### config.mk
export PLATFORM = sky130hd
export DESIGN_NAME = epz_pulse_out
export DESIGN_NICKNAME = d
export VERILOG_FILES = /design/src/inc/epz_pkg.sv /design/src/inc/epz_step_if.sv /design/src/verilog/epz_quad_gen.sv /design/src/verilog/epz_pulse_out.sv
export SDC_FILE = /design/constraint.sdc
export NUM_CORES = 1
export LEC_CHECK = 0
export ABC_AREA = 1
export BUFFER_PORTS_ARGS = -buffer_cell sky130_fd_sc_hd__buf_2
export CORE_MARGIN = 2
export CORE_UTILIZATION = 35
export CTS_BUF_LIST = sky130_fd_sc_hd__clkbuf_4 sky130_fd_sc_hd__clkbuf_8 sky130_fd_sc_hd__clkbuf_16
export DETAILED_ROUTE_END_ITERATION = 10
export SYNTH_ARGS = -nofsm -noshare
export SYNTH_HDL_FRONTEND = slang
export SYNTH_SLANG_ARGS = --single-unit
export TNS_END_PERCENT = 1
### constraint.sdc
create_clock -name clk_i -period 18.1 [get_ports clk_i]
set_input_delay 2.715 -clock clk_i [delete_from_list [all_inputs] [get_ports clk_i]]
set_output_delay 2.715 -clock clk_i [all_outputs]
set_load 0.01 [all_outputs]
### src/inc/epz_pkg.sv
package epz_pkg;
   // Clock
   localparam int EPZ_CLK_HZ = 25_000_000;
   localparam int EPZ_CYC_PER_US = EPZ_CLK_HZ / 1_000_000;
   // Register offsets (byte addresses)
   localparam logic [7:0] EPZ_OFS_WIDTH = 8'h00;
   localparam logic [7:0] EPZ_OFS_MINTIME = 8'h04;
   localparam logic [7:0] EPZ_OFS_INTERVAL = 8'h08;
   localparam logic [7:0] EPZ_OFS_METHOD = 8'h0C;
   localparam logic [7:0] EPZ_OFS_SOURCE = 8'h10;
   localparam logic [7:0] EPZ_OFS_APPLY = 8'h14;
   localparam logic [7:0] EPZ_OFS_STATUS = 8'h18;
   // Field widths
   localparam int EPZ_WIDTH_W = 15;
   localparam int EPZ_MINTIME_W = 9;
   localparam int EPZ_INTERVAL_W = 29;
   localparam int EPZ_STRETCH_W = 20;
   // Settings after reset
   localparam logic [EPZ_WIDTH_W-1:0] EPZ_RST_WIDTH = 15'h0000;
   localparam logic [EPZ_MINTIME_W-1:0] EPZ_RST_MINTIME = 9'h000;
   localparam logic [EPZ_INTERVAL_W-1:0] EPZ_RST_INTERVAL = 29'h00000000;
   localparam logic EPZ_RST_METHOD = 1'b0;
   localparam logic [1:0] EPZ_RST_SOURCE = 2'h0;
   // Pulse source selection
   typedef enum logic [1:0] {
      EPZ_SRC_MOTOR,
      EPZ_SRC_PARALLEL,
      EPZ_SRC_SERIAL
   } epz_src_e;
endpackage

### src/inc/epz_step_if.sv
`timescale 1ns/100ps
// Step requests to the quadrature generator and its outputs
interface epz_step_if;
   logic step;
   logic dir;
   logic a;
   logic b;
   logic a_rise;
   logic edge_out;
   modport src (output step, output dir, input a, input b, input a_rise, input edge_out);
   modport gen (input step, input dir, output a, output b, output a_rise, output edge_out);
endinterface

### src/verilog/epz_quad_gen.sv
`timescale 1ns/100ps
module epz_quad_gen (
   // Clock and reset
   input wire logic clk_i,
   input wire logic reset_i,
   // Step requests in, quadrature out
   epz_step_if.gen st
);
   logic [1:0] phase;
   logic [1:0] next_phase;
   logic a;
   logic b;
   logic next_a;
   logic next_b;

   // Gray phase walk; up means B leads A
   always_comb begin
      next_phase = phase;
      if (st.step) begin
         next_phase = st.dir ? phase + 2'h1 : phase - 2'h1;
      end
      next_a = next_phase[1];
      next_b = next_phase[1] ^ next_phase[0];
   end

   // Phase and pin registers
   always_ff @(posedge clk_i or posedge reset_i) begin
      if (reset_i) begin
         phase <= 2'h0;
         a <= 1'b0;
         b <= 1'b0;
      end else begin
         phase <= next_phase;
         a <= next_a;
         b <= next_b;
      end
   end

   assign st.a = a;
   assign st.b = b;
   assign st.a_rise = st.step && !a && next_a;
   assign st.edge_out = st.step;
endmodule

### src/verilog/epz_pulse_out.sv
`timescale 1ns/100ps
module epz_pulse_out
   import epz_pkg::*;
#(
   parameter int CYC_PER_US = EPZ_CYC_PER_US
) (
   // Clock and reset
   input wire logic clk_i,
   input wire logic reset_i,
   // Register port
   input wire logic [7:0] addr_i,
   input wire logic [31:0] wdata_i,
   input wire logic wr_i,
   input wire logic rd_i,
   output logic [31:0] rdata_o,
   // Motor encoder pins
   input wire logic enc_a_i,
   input wire logic enc_b_i,
   input wire logic enc_z_i,
   // Parallel scale pins
   input wire logic scl_a_i,
   input wire logic scl_b_i,
   input wire logic scl_z_i,
   // Serial absolute scale position, quarter pulse units
   input wire logic [31:0] abs_pos_i,
   input wire logic abs_valid_i,
   // Pulse outputs to host
   output logic out_a_o,
   output logic out_b_o,
   output logic out_z_o
);
   epz_step_if st();

   epz_quad_gen u_gen (
      .clk_i(clk_i),
      .reset_i(reset_i),
      .st(st)
   );

   // Settings: software copy and power-up copy
   logic [EPZ_WIDTH_W-1:0] sw_width, act_width, next_sw_width, next_act_width;
   logic [EPZ_MINTIME_W-1:0] sw_mintime, act_mintime, next_sw_mintime, next_act_mintime;
   logic [EPZ_INTERVAL_W-1:0] sw_interval, act_interval, next_sw_interval, next_act_interval;
   logic sw_method, act_method, next_sw_method, next_act_method;
   logic [1:0] sw_source, act_source, next_sw_source, next_act_source;
   logic [31:0] rdata, next_rdata;
   logic first_seen;

   // Register writes; apply models control power-up
   always_comb begin
      next_sw_width = sw_width;
      next_sw_mintime = sw_mintime;
      next_sw_interval = sw_interval;
      next_sw_method = sw_method;
      next_sw_source = sw_source;
      next_act_width = act_width;
      next_act_mintime = act_mintime;
      next_act_interval = act_interval;
      next_act_method = act_method;
      next_act_source = act_source;
      if (wr_i) begin
         case (addr_i)
            EPZ_OFS_WIDTH: next_sw_width = wdata_i[EPZ_WIDTH_W-1:0];
            EPZ_OFS_MINTIME: next_sw_mintime = wdata_i[EPZ_MINTIME_W-1:0];
            EPZ_OFS_INTERVAL: next_sw_interval = wdata_i[EPZ_INTERVAL_W-1:0];
            EPZ_OFS_METHOD: next_sw_method = wdata_i[0];
            EPZ_OFS_SOURCE: next_sw_source = wdata_i[1:0];
            EPZ_OFS_APPLY: begin
               if (wdata_i[0]) begin
                  next_act_width = sw_width;
                  next_act_mintime = sw_mintime;
                  next_act_interval = sw_interval;
                  next_act_method = sw_method;
                  next_act_source = sw_source;
               end
            end
            default: ;
         endcase
      end
      next_rdata = 32'h00000000;
      if (rd_i) begin
         case (addr_i)
            EPZ_OFS_WIDTH: next_rdata = {17'h00000, sw_width};
            EPZ_OFS_MINTIME: next_rdata = {23'h000000, sw_mintime};
            EPZ_OFS_INTERVAL: next_rdata = {3'h0, sw_interval};
            EPZ_OFS_METHOD: next_rdata = {31'h00000000, sw_method};
            EPZ_OFS_SOURCE: next_rdata = {30'h00000000, sw_source};
            EPZ_OFS_STATUS: begin
               next_rdata = {25'h0000000, act_source, act_method, first_seen,
                             out_z_o, out_b_o, out_a_o};
            end
            default: next_rdata = 32'h00000000;
         endcase
      end
   end

   // Register storage
   always_ff @(posedge clk_i or posedge reset_i) begin
      if (reset_i) begin
         sw_width <= EPZ_RST_WIDTH;
         sw_mintime <= EPZ_RST_MINTIME;
         sw_interval <= EPZ_RST_INTERVAL;
         sw_method <= EPZ_RST_METHOD;
         sw_source <= EPZ_RST_SOURCE;
         act_width <= EPZ_RST_WIDTH;
         act_mintime <= EPZ_RST_MINTIME;
         act_interval <= EPZ_RST_INTERVAL;
         act_method <= EPZ_RST_METHOD;
         act_source <= EPZ_RST_SOURCE;
         rdata <= 32'h00000000;
      end else begin
         sw_width <= next_sw_width;
         sw_mintime <= next_sw_mintime;
         sw_interval <= next_sw_interval;
         sw_method <= next_sw_method;
         sw_source <= next_sw_source;
         act_width <= next_act_width;
         act_mintime <= next_act_mintime;
         act_interval <= next_act_interval;
         act_method <= next_act_method;
         act_source <= next_act_source;
         rdata <= next_rdata;
      end
   end
   assign rdata_o = rdata;

   // Two-stage synchronisers for the six pins
   logic [5:0] pin_s1, pin_s2;
   always_ff @(posedge clk_i or posedge reset_i) begin
      if (reset_i) begin
         pin_s1 <= 6'h00;
         pin_s2 <= 6'h00;
      end else begin
         pin_s1 <= {scl_z_i, scl_b_i, scl_a_i, enc_z_i, enc_b_i, enc_a_i};
         pin_s2 <= pin_s1;
      end
   end

   // Quadrature decode of the selected pin pair
   logic src_par, dec_a, dec_b, dec_z;
   logic [1:0] dec_idx, prev_idx, idx_diff;
   logic [31:0] out_pos, next_out_pos;
   logic [EPZ_INTERVAL_W-1:0] a_cnt, next_a_cnt;
   logic next_first_seen, z_evt, z_raw, z_hold;
   logic prev_raw, next_prev_raw;
   logic [EPZ_WIDTH_W-1:0] mot_cnt, next_mot_cnt;
   logic [EPZ_STRETCH_W-1:0] str_cnt, next_str_cnt, str_load;

   assign src_par = (act_source == EPZ_SRC_PARALLEL);
   assign dec_a = src_par ? pin_s2[3] : pin_s2[0];
   assign dec_b = src_par ? pin_s2[4] : pin_s2[1];
   assign dec_z = src_par ? pin_s2[5] : pin_s2[2];
   assign dec_idx = {dec_a, dec_a ^ dec_b};
   assign idx_diff = dec_idx - prev_idx;
   assign str_load = EPZ_STRETCH_W'(act_mintime * CYC_PER_US);

   // Step source: decoded pins or tracking of serial position
   always_comb begin
      st.step = 1'b0;
      st.dir = 1'b1;
      next_out_pos = out_pos;
      if (act_source == EPZ_SRC_SERIAL) begin
         if (out_pos != abs_pos_i && abs_valid_i) begin
            st.step = 1'b1;
            st.dir = $signed(abs_pos_i) > $signed(out_pos);
            next_out_pos = st.dir ? out_pos + 32'h00000001 : out_pos - 32'h00000001;
         end
      end else if (idx_diff == 2'h1 || idx_diff == 2'h3) begin
         st.step = 1'b1;
         st.dir = (idx_diff == 2'h1);
      end
   end

   // Index generation per source
   always_comb begin
      next_a_cnt = a_cnt;
      next_first_seen = first_seen;
      next_mot_cnt = mot_cnt;
      z_evt = 1'b0;
      z_raw = 1'b0;
      case (act_source)
         EPZ_SRC_SERIAL: begin
            if (act_interval == '0) begin
               z_raw = (out_pos == 32'h00000000) && abs_valid_i;
            end else if (st.step && next_out_pos == 32'h00000000 && !first_seen) begin
               z_evt = 1'b1;
               next_first_seen = 1'b1;
               next_a_cnt = '0;
            end else if (first_seen && st.a_rise) begin
               if (a_cnt + 29'h00000001 >= act_interval) begin
                  z_evt = 1'b1;
                  next_a_cnt = '0;
               end else begin
                  next_a_cnt = a_cnt + 29'h00000001;
               end
            end
         end
         EPZ_SRC_PARALLEL: z_raw = dec_z;
         default: begin
            z_raw = dec_z;
            if (dec_z && !prev_raw) begin
               next_mot_cnt = act_width;
            end else if (mot_cnt != '0 && st.edge_out) begin
               next_mot_cnt = mot_cnt - 15'h0001;
            end
         end
      endcase
      next_prev_raw = (act_source == EPZ_SRC_SERIAL) ? z_raw : dec_z;
      next_str_cnt = str_cnt;
      if (act_source == EPZ_SRC_SERIAL && (z_evt || (z_raw && !prev_raw))) begin
         next_str_cnt = str_load;
      end else if (str_cnt != '0) begin
         next_str_cnt = str_cnt - 20'h00001;
      end
      z_hold = (str_cnt != '0) || (mot_cnt != '0);
   end

   // Decode, tracking and index state
   always_ff @(posedge clk_i or posedge reset_i) begin
      if (reset_i) begin
         prev_idx <= 2'h0;
         out_pos <= 32'h00000000;
         a_cnt <= '0;
         first_seen <= 1'b0;
         prev_raw <= 1'b0;
         mot_cnt <= '0;
         str_cnt <= '0;
      end else begin
         prev_idx <= dec_idx;
         out_pos <= next_out_pos;
         a_cnt <= next_a_cnt;
         first_seen <= next_first_seen;
         prev_raw <= next_prev_raw;
         mot_cnt <= next_mot_cnt;
         str_cnt <= next_str_cnt;
      end
   end

   // Output select: pass-through or regenerated
   logic pass;
   assign pass = src_par && !act_method;
   assign out_a_o = pass ? pin_s2[3] : st.a;
   assign out_b_o = pass ? pin_s2[4] : st.b;
   assign out_z_o = z_raw || z_evt || z_hold;
endmodule

# Word-level counts from Yosys, hierarchy flattened
# Index checks and enable logic that the tools add are counted.
[op_classes]
addsub = 8
mul = 1
div = 0
magnitude_cmp = 2
n_eq_ne = 11
shifts = 0
muxes = 33
bitwise_logic = 4
reduce_logical = 40
[ops]
columns = ["op", "count"]
rows = [
  ["29-bit case mux with 6 select lines", 1],
  ["29-bit two-way mux", 4],
  ["32-bit two-way mux", 3],
  ["32-bit logical NOT", 2],
  ["20-bit two-way mux", 2],
  ["32-bit by 1-bit adder with 32-bit output, second input constant", 1],
  ["32-bit greater-than comparator", 1],
  ["32-bit inequality test", 1],
  ["32-bit by 1-bit subtractor with 32-bit output, second input constant", 1],
  ["15-bit two-way mux", 2],
  ["29-bit by 1-bit adder with 29-bit output, second input constant", 1],
  ["29-bit greater-or-equal comparator", 1],
  ["29-bit logical NOT", 1],
  ["8-bit by 5-bit == test with 1-bit output, second input constant", 3],
  ["20-bit nonzero test", 1],
  ["20-bit by 1-bit subtractor with 20-bit output, second input constant", 1],
  ["1-bit two-way mux", 19],
  ["8-bit by 4-bit == test with 1-bit output, second input constant", 2],
  ["15-bit nonzero test", 1],
  ["15-bit by 1-bit subtractor with 15-bit output, second input constant", 1],
  ["9-bit by 5-bit multiplier with 14-bit output, second input constant", 1],
  ["1-bit logical AND", 12],
  ["2-bit AND reduction", 6],
  ["3-bit AND reduction", 3],
  ["other kinds (14)", 28],
]
[word_totals]
register_bits = 260
latch_bits = 0
ramBits = 0
mem_bits_ro = 0
in_bits = 83
out_inout_bits = 35
word_cells = 122
mem_count = 0

# Logic depth before layout (Yosys ltp)
[depth]
depth_word = 20
ltp_mapped = 41
ltp_nobuf = 41

# Hierarchy
# A second synthesis with hierarchy kept.
[hier_totals]
hier_cells = 2112
hier_area_um2 = 16214.3
[modules_own_cells]
columns = ["mod", "n_inst", "cells_per_inst", "area_per_inst_um2", "seq_area_each_um2"]
rows = [
  ["epz_pulse_out", 1, 2092, 16047.9, 6331.1],
  ["epz_quad_gen", 1, 20, 166.4, 75.1],
]

# Least setup slack after synthesis
# OpenSTA, ideal clock, no wires.
[synth_path]
kind = "input -> output"
from = "input port abs_pos_i[31]"
to = "output port out_z_o"
arrival_ns = 6.580
t_required_ns = 15.385
setup_slack_ns = 8.805
path_stages = 26
n_path_buf = 0
path_cell_list = "ha_1 -> nand2_1 -> inv_1 -> nor2_1 -> o21a_1 -> nand2_1 -> a21oi_1 -> nand3_1 -> nand2_1 -> nand2_1 -> ha_1 -> nand2_1 -> inv_1 -> a21oi_1 -> nor2_1 -> o21ai_0 -> nand3_1 -> a21oi_1 -> nand2_1 -> nand2_1 -> inv_1 -> a21oi_1 -> nand2_1 -> nor2_1 -> nand3_4 -> nand3_1"
[synth_between]
elab_chain_len = 14
elab_cells_between_ends = 24
cone_classes = "order compare (1); eq/ne (1); mux (13); reduce/logical (9)"
[synth_lines]
columns = ["item", "line_no", "rtl"]
rows = [
  ["from (decl)", "epz_pulse_out.sv:25", "input wire logic [31:0] abs_pos_i,"],
  ["parallel branches: the longest is 9 deep, another holds 32-bit greater-than comparator", "--", ""],
  ["1-bit two-way mux *", "epz_pulse_out.sv:185", "end else if (st.step && next_out_pos == 32'h00000000 && !first_seen) begin"],
  ["1-bit two-way mux *", "epz_pulse_out.sv:183", "if (act_interval == '0) begin"],
  ["1-bit two-way mux *", "epz_pulse_out.sv:181", "case (act_source)"],
  ["1-bit logical OR * (2 in a row)", "epz_pulse_out.sv:244", "assign out_z_o = z_raw || z_evt || z_hold;"],
  ["to (decl)", "epz_pulse_out.sv:30", "output logic out_z_o"],
]
# Mark *: on every way between the ends.

# Worst setup path in the final report
[layout_path]
from = "input port abs_pos_i[13]"
to = "output port out_z_o"
[layout_between]
elab_cells_between_ends = 24
cone_classes = "order compare (1); eq/ne (1); mux (13); reduce/logical (9)"
[layout_lines]
columns = ["item", "line_no", "rtl"]
rows = [
  ["32-bit greater-than comparator / 32-bit inequality test (equally long branches)", "epz_pulse_out.sv:165, epz_pulse_out.sv:163", ""],
  ["32-bit two-way mux / 1-bit logical AND (equally long branches)", "epz_pulse_out.sv:166, epz_pulse_out.sv:163", ""],
  ["32-bit two-way mux *", "epz_pulse_out.sv:163", "if (out_pos != abs_pos_i && abs_valid_i) begin"],
  ["32-bit two-way mux *", "epz_pulse_out.sv:162", "if (act_source == EPZ_SRC_SERIAL) begin"],
  ["net next_out_pos[16]", "epz_pulse_out.sv:142", "logic [31:0] out_pos, next_out_pos;"],
  ["32-bit logical NOT *", "epz_pulse_out.sv:185", ""],
  ["1-bit logical AND * (2 in a row)", "epz_pulse_out.sv:185", ""],
  ["1-bit two-way mux *", "epz_pulse_out.sv:185", ""],
  ["1-bit two-way mux *", "epz_pulse_out.sv:183", ""],
  ["1-bit two-way mux *", "epz_pulse_out.sv:181", ""],
  ["1-bit logical OR * (2 in a row)", "epz_pulse_out.sv:244", ""],
]
# Mark *: on every way through the listed nets, which the timed path passes. The rest lies on a longest branch.

==> metrics.yaml <==
outcome: "finished clean"
initial_utilization_pct: 35.4
powerDensity_nw_per_um2: 83.3
wl_per_cell_um: 14.8
wl_um: 41500
path_clk_slew_ns: 0.06
syn-cell-area_um2: 16100
final.period_utilization_pct: 57.8
cts-hold-fix-buffers: 0
ys.flop_type: "dfrtp_1"
n_antenna_cell: 0
max-slew-margin-rel_pct: 35.3
cpPeakStageDelay_ns: 0.45
grt.total_usage_pct: 17.5
die_y_um: 218
dpl_worst_slack_ns: 7.69
cts_sinks: 256
hold_viol_final: 0
hold_ws_ns: 0.346
setup_ws_ns: 7.64
antenna_found_initial: 0
max-vdd-ir-drop_mv: 0.0794
postRouteAntennaNets: 0
fmax_mhz: 95.6
hp-class: "reg -> reg"
setup_tns_ns: 0
synth_compound_area_share_pct: 11.1
syn_inst: 2075
synth_edf_count: 0
rows: 78
vias_per_cell: 4.87
htreeDepth: 1
ys_types: 52
finalSetupViolations: 0
synthAdderAreaFrac_pct: 11.4
grt_max_degree: 118
worstMarginPinSlew_ns: 0.970
io_pins: 118
grt_pass1_vias: 13400
synth-async-reset-ratio_pct: 100
dr.pass1.iters: 5
place.gp.congestion: 0.891
grt_overflow_total: 0
syn_area_per_cell_um2: 7.75
period_needed_ns: 10.46
clk_latency_ns: 0.58
path_delay_family: "simple AND/OR/NAND/NOR gates"
numCtsBuffers: 30
synth-xor-area-share_pct: 3.21
cts_buffer_depth: 3
ys_warn_count: 0
synth_top_family_by_area: "simple AND/OR/NAND/NOR gates"
cp_data_arrival_time_ns: 7.74
port_buffers: 111
ctsResizeCount: 0
tritoncts: "done"
finClkSkew_ns: 0.0256
area_growth_syn_to_layout_pct: 13.4
p_total_mw: 1.52
reg2reg_slack_ns: 12.09
drive_above_1_share_pct: 10.1
cap_violations: 0
crit_buf_inv: 5
vias: 13600
worst_setup_path_start_kind: "input pin"
critPathSlowestCell: "fa_1"
slew_violations: 0
hpwl_um: 31600
grt_pass1_wl_um: 67700
die_x_um: 218
power_leakage_nw: 9.36
die-area_um2: 47700
synth_mux_area_share_pct: 1.53
synth-simple-area-share_pct: 23.2
worstSetupPathType: "in -> out"
coreArea_um2: 45400
postCtsSetupBuffers: 0
clk_root_buffer_cell: "clkbuf_16"
yosys_register_bits: 256
critPathMostFrequentCell: "nand2_1"
rsz0062_at_grt: "no"
critPathCaptureType: "output pin"
yosysSeqAreaShare_pct: 39.8
drc: 0
required_ns: 15.39
cp_max_fo: 41
drtIter0Drc: 1047
final_nets: 2403
-- flip-flops by register name, indices dropped and copies added (netlist names) --
name          flops
act_source        2
out_pos          32
act_method        1
pin_s2            6
prev_idx          2
prev_raw          1
sw_method         1
u_gen.phase       1
first_seen        1
act_width        15
rdata_o          29
sw_source         2
a_cnt            29
pin_s1            6
u_gen.st.a        1
sw_width         15
str_cnt          20
mot_cnt          15
act_interval     29
sw_interval      29
u_gen.st.b        1
sw_mintime        9
act_mintime       9
-- kinds of logic (layout without fill, tap and decap cells) --
logic type	Yosys count	in the layout
and+or+nand+nor	869	869
buffers and inverters	394	518
AOI/OAI and AO/OA	331	331
DFF	256	256
adders and majority gates	143	143
xor gates and xnor gates	59	59
muxes	22	22
other	1	3
-- synth_stat cells (11+ instances only) --
| cell | number | area [um2] |
|---|---|---|
| nand2_1 | 444 | 1670 |
| inv_1 | 340 | 1280 |
| dfrtp_1 | 256 | 6410 |
| nor2_1 | 170 | 638 |
| o21ai_0 | 153 | 766 |
| nand3_1 | 140 | 701 |
| ha_1 | 138 | 1730 |
| a21oi_1 | 108 | 541 |
| xor2_1 | 48 | 420 |
| nor3_1 | 34 | 170 |
| clkbuf_1 | 31 | 116 |
| nand4_1 | 31 | 194 |
| mux2_2 | 21 | 236 |
| nor4_1 | 21 | 131 |
| o21ai_1 | 17 | 85.1 |
| o22ai_1 | 12 | 75.1 |
| xnor2_1 | 11 | 96.3 |
-- power breakdown --
part | total [mW] | internal [mW] | switching (mW)
clock network | 0.638 | 0.385 | 0.253
registers | 0.640 | 0.609 | 0.0310
logic | 0.242 | 0.0878 | 0.154
-- metrics by stage --
stage               instances  util [%]  instance area [um2]
floorplan                2077         -                16100
global placement         2745      37.9                17200
detailed placement       2745      37.9                17200
CTS                      2801      40.2                18200
global route             2801      40.2                18200
finish                   2801      40.2                18200
-- layer usage --
metal | wire length, um | GRT usage (%) | vias up
met5 | 0 | 0 | -
met4 | 922 | 4.99 | 0
met3 | 1840 | 2.13 | 55
met2 | 19300 | 29.3 | 275
met1 | 19400 | 23.9 | 6370
li1 | - | - | 6936
-- cell usage in the layout (no fill, tap or decap), drive strengths merged --
cell type	instances
mux2	21
nor3	34
nor2	175
a21boi	1
fa	5
o2111ai	1
a21o	3
nor4	21
and2	3
a31oi	5
ha	138
nand4	31
or3	2
nand3b	5
nand3	142
o21ai	172
o221ai	2
or2	4
clkbuf	39
bufinv	4
o21bai	6
clkinv	10
dfrtp	256
a211oi	3
a21oi	110
a221oi	3
conb	3
inv	344
o21a	4
xnor2	11
o211ai	8
clkinvlp	2
o22ai	12
buf	119
o31ai	1
xor2	48
mux2i	1
nand2	452
-- area by class of cell --
type,count,area [um2]
clock buffer,39,837
timing repair buffer,119,616
inverter,343,1300
clock inverter,17,216
tap,600,751
fill,4716,27100
sequential,256,6410
multi-input combinational,1427,8120
-- path summary, 6_finish.rpt --
check	start	end	cells past startpoint
worst max-delay path	abs_pos_i[13]	out_z_o	32
worst min-delay path	pin_s1[3]$_DFF_PP0_	pin_s2[3]$_DFF_PP0_	0
worst max register to register	out_pos[9]$_DFF_PP0_	a_cnt[18]$_DFFE_PP0P_	35
worst min register to register	pin_s1[3]$_DFF_PP0_	pin_s2[3]$_DFF_PP0_	0
max in group asynchronous	reset_i	sw_interval[21]$_DFFE_PP0P_	3
min in group asynchronous	reset_i	out_pos[16]$_DFF_PP0_	2
-- worst reg2reg max path, delay by kind of cell (launching register included) --
family | cells | cell delay (ns)
AOI/OAI and AO/OA | 3 | 0.51
DFF | 1 | 0.43
adders and majority gates | 2 | 0.75
buffers and inverters | 4 | 0.81
and+or+nand+nor | 26 | 3.42
Power figures use the tool's default switching activity.
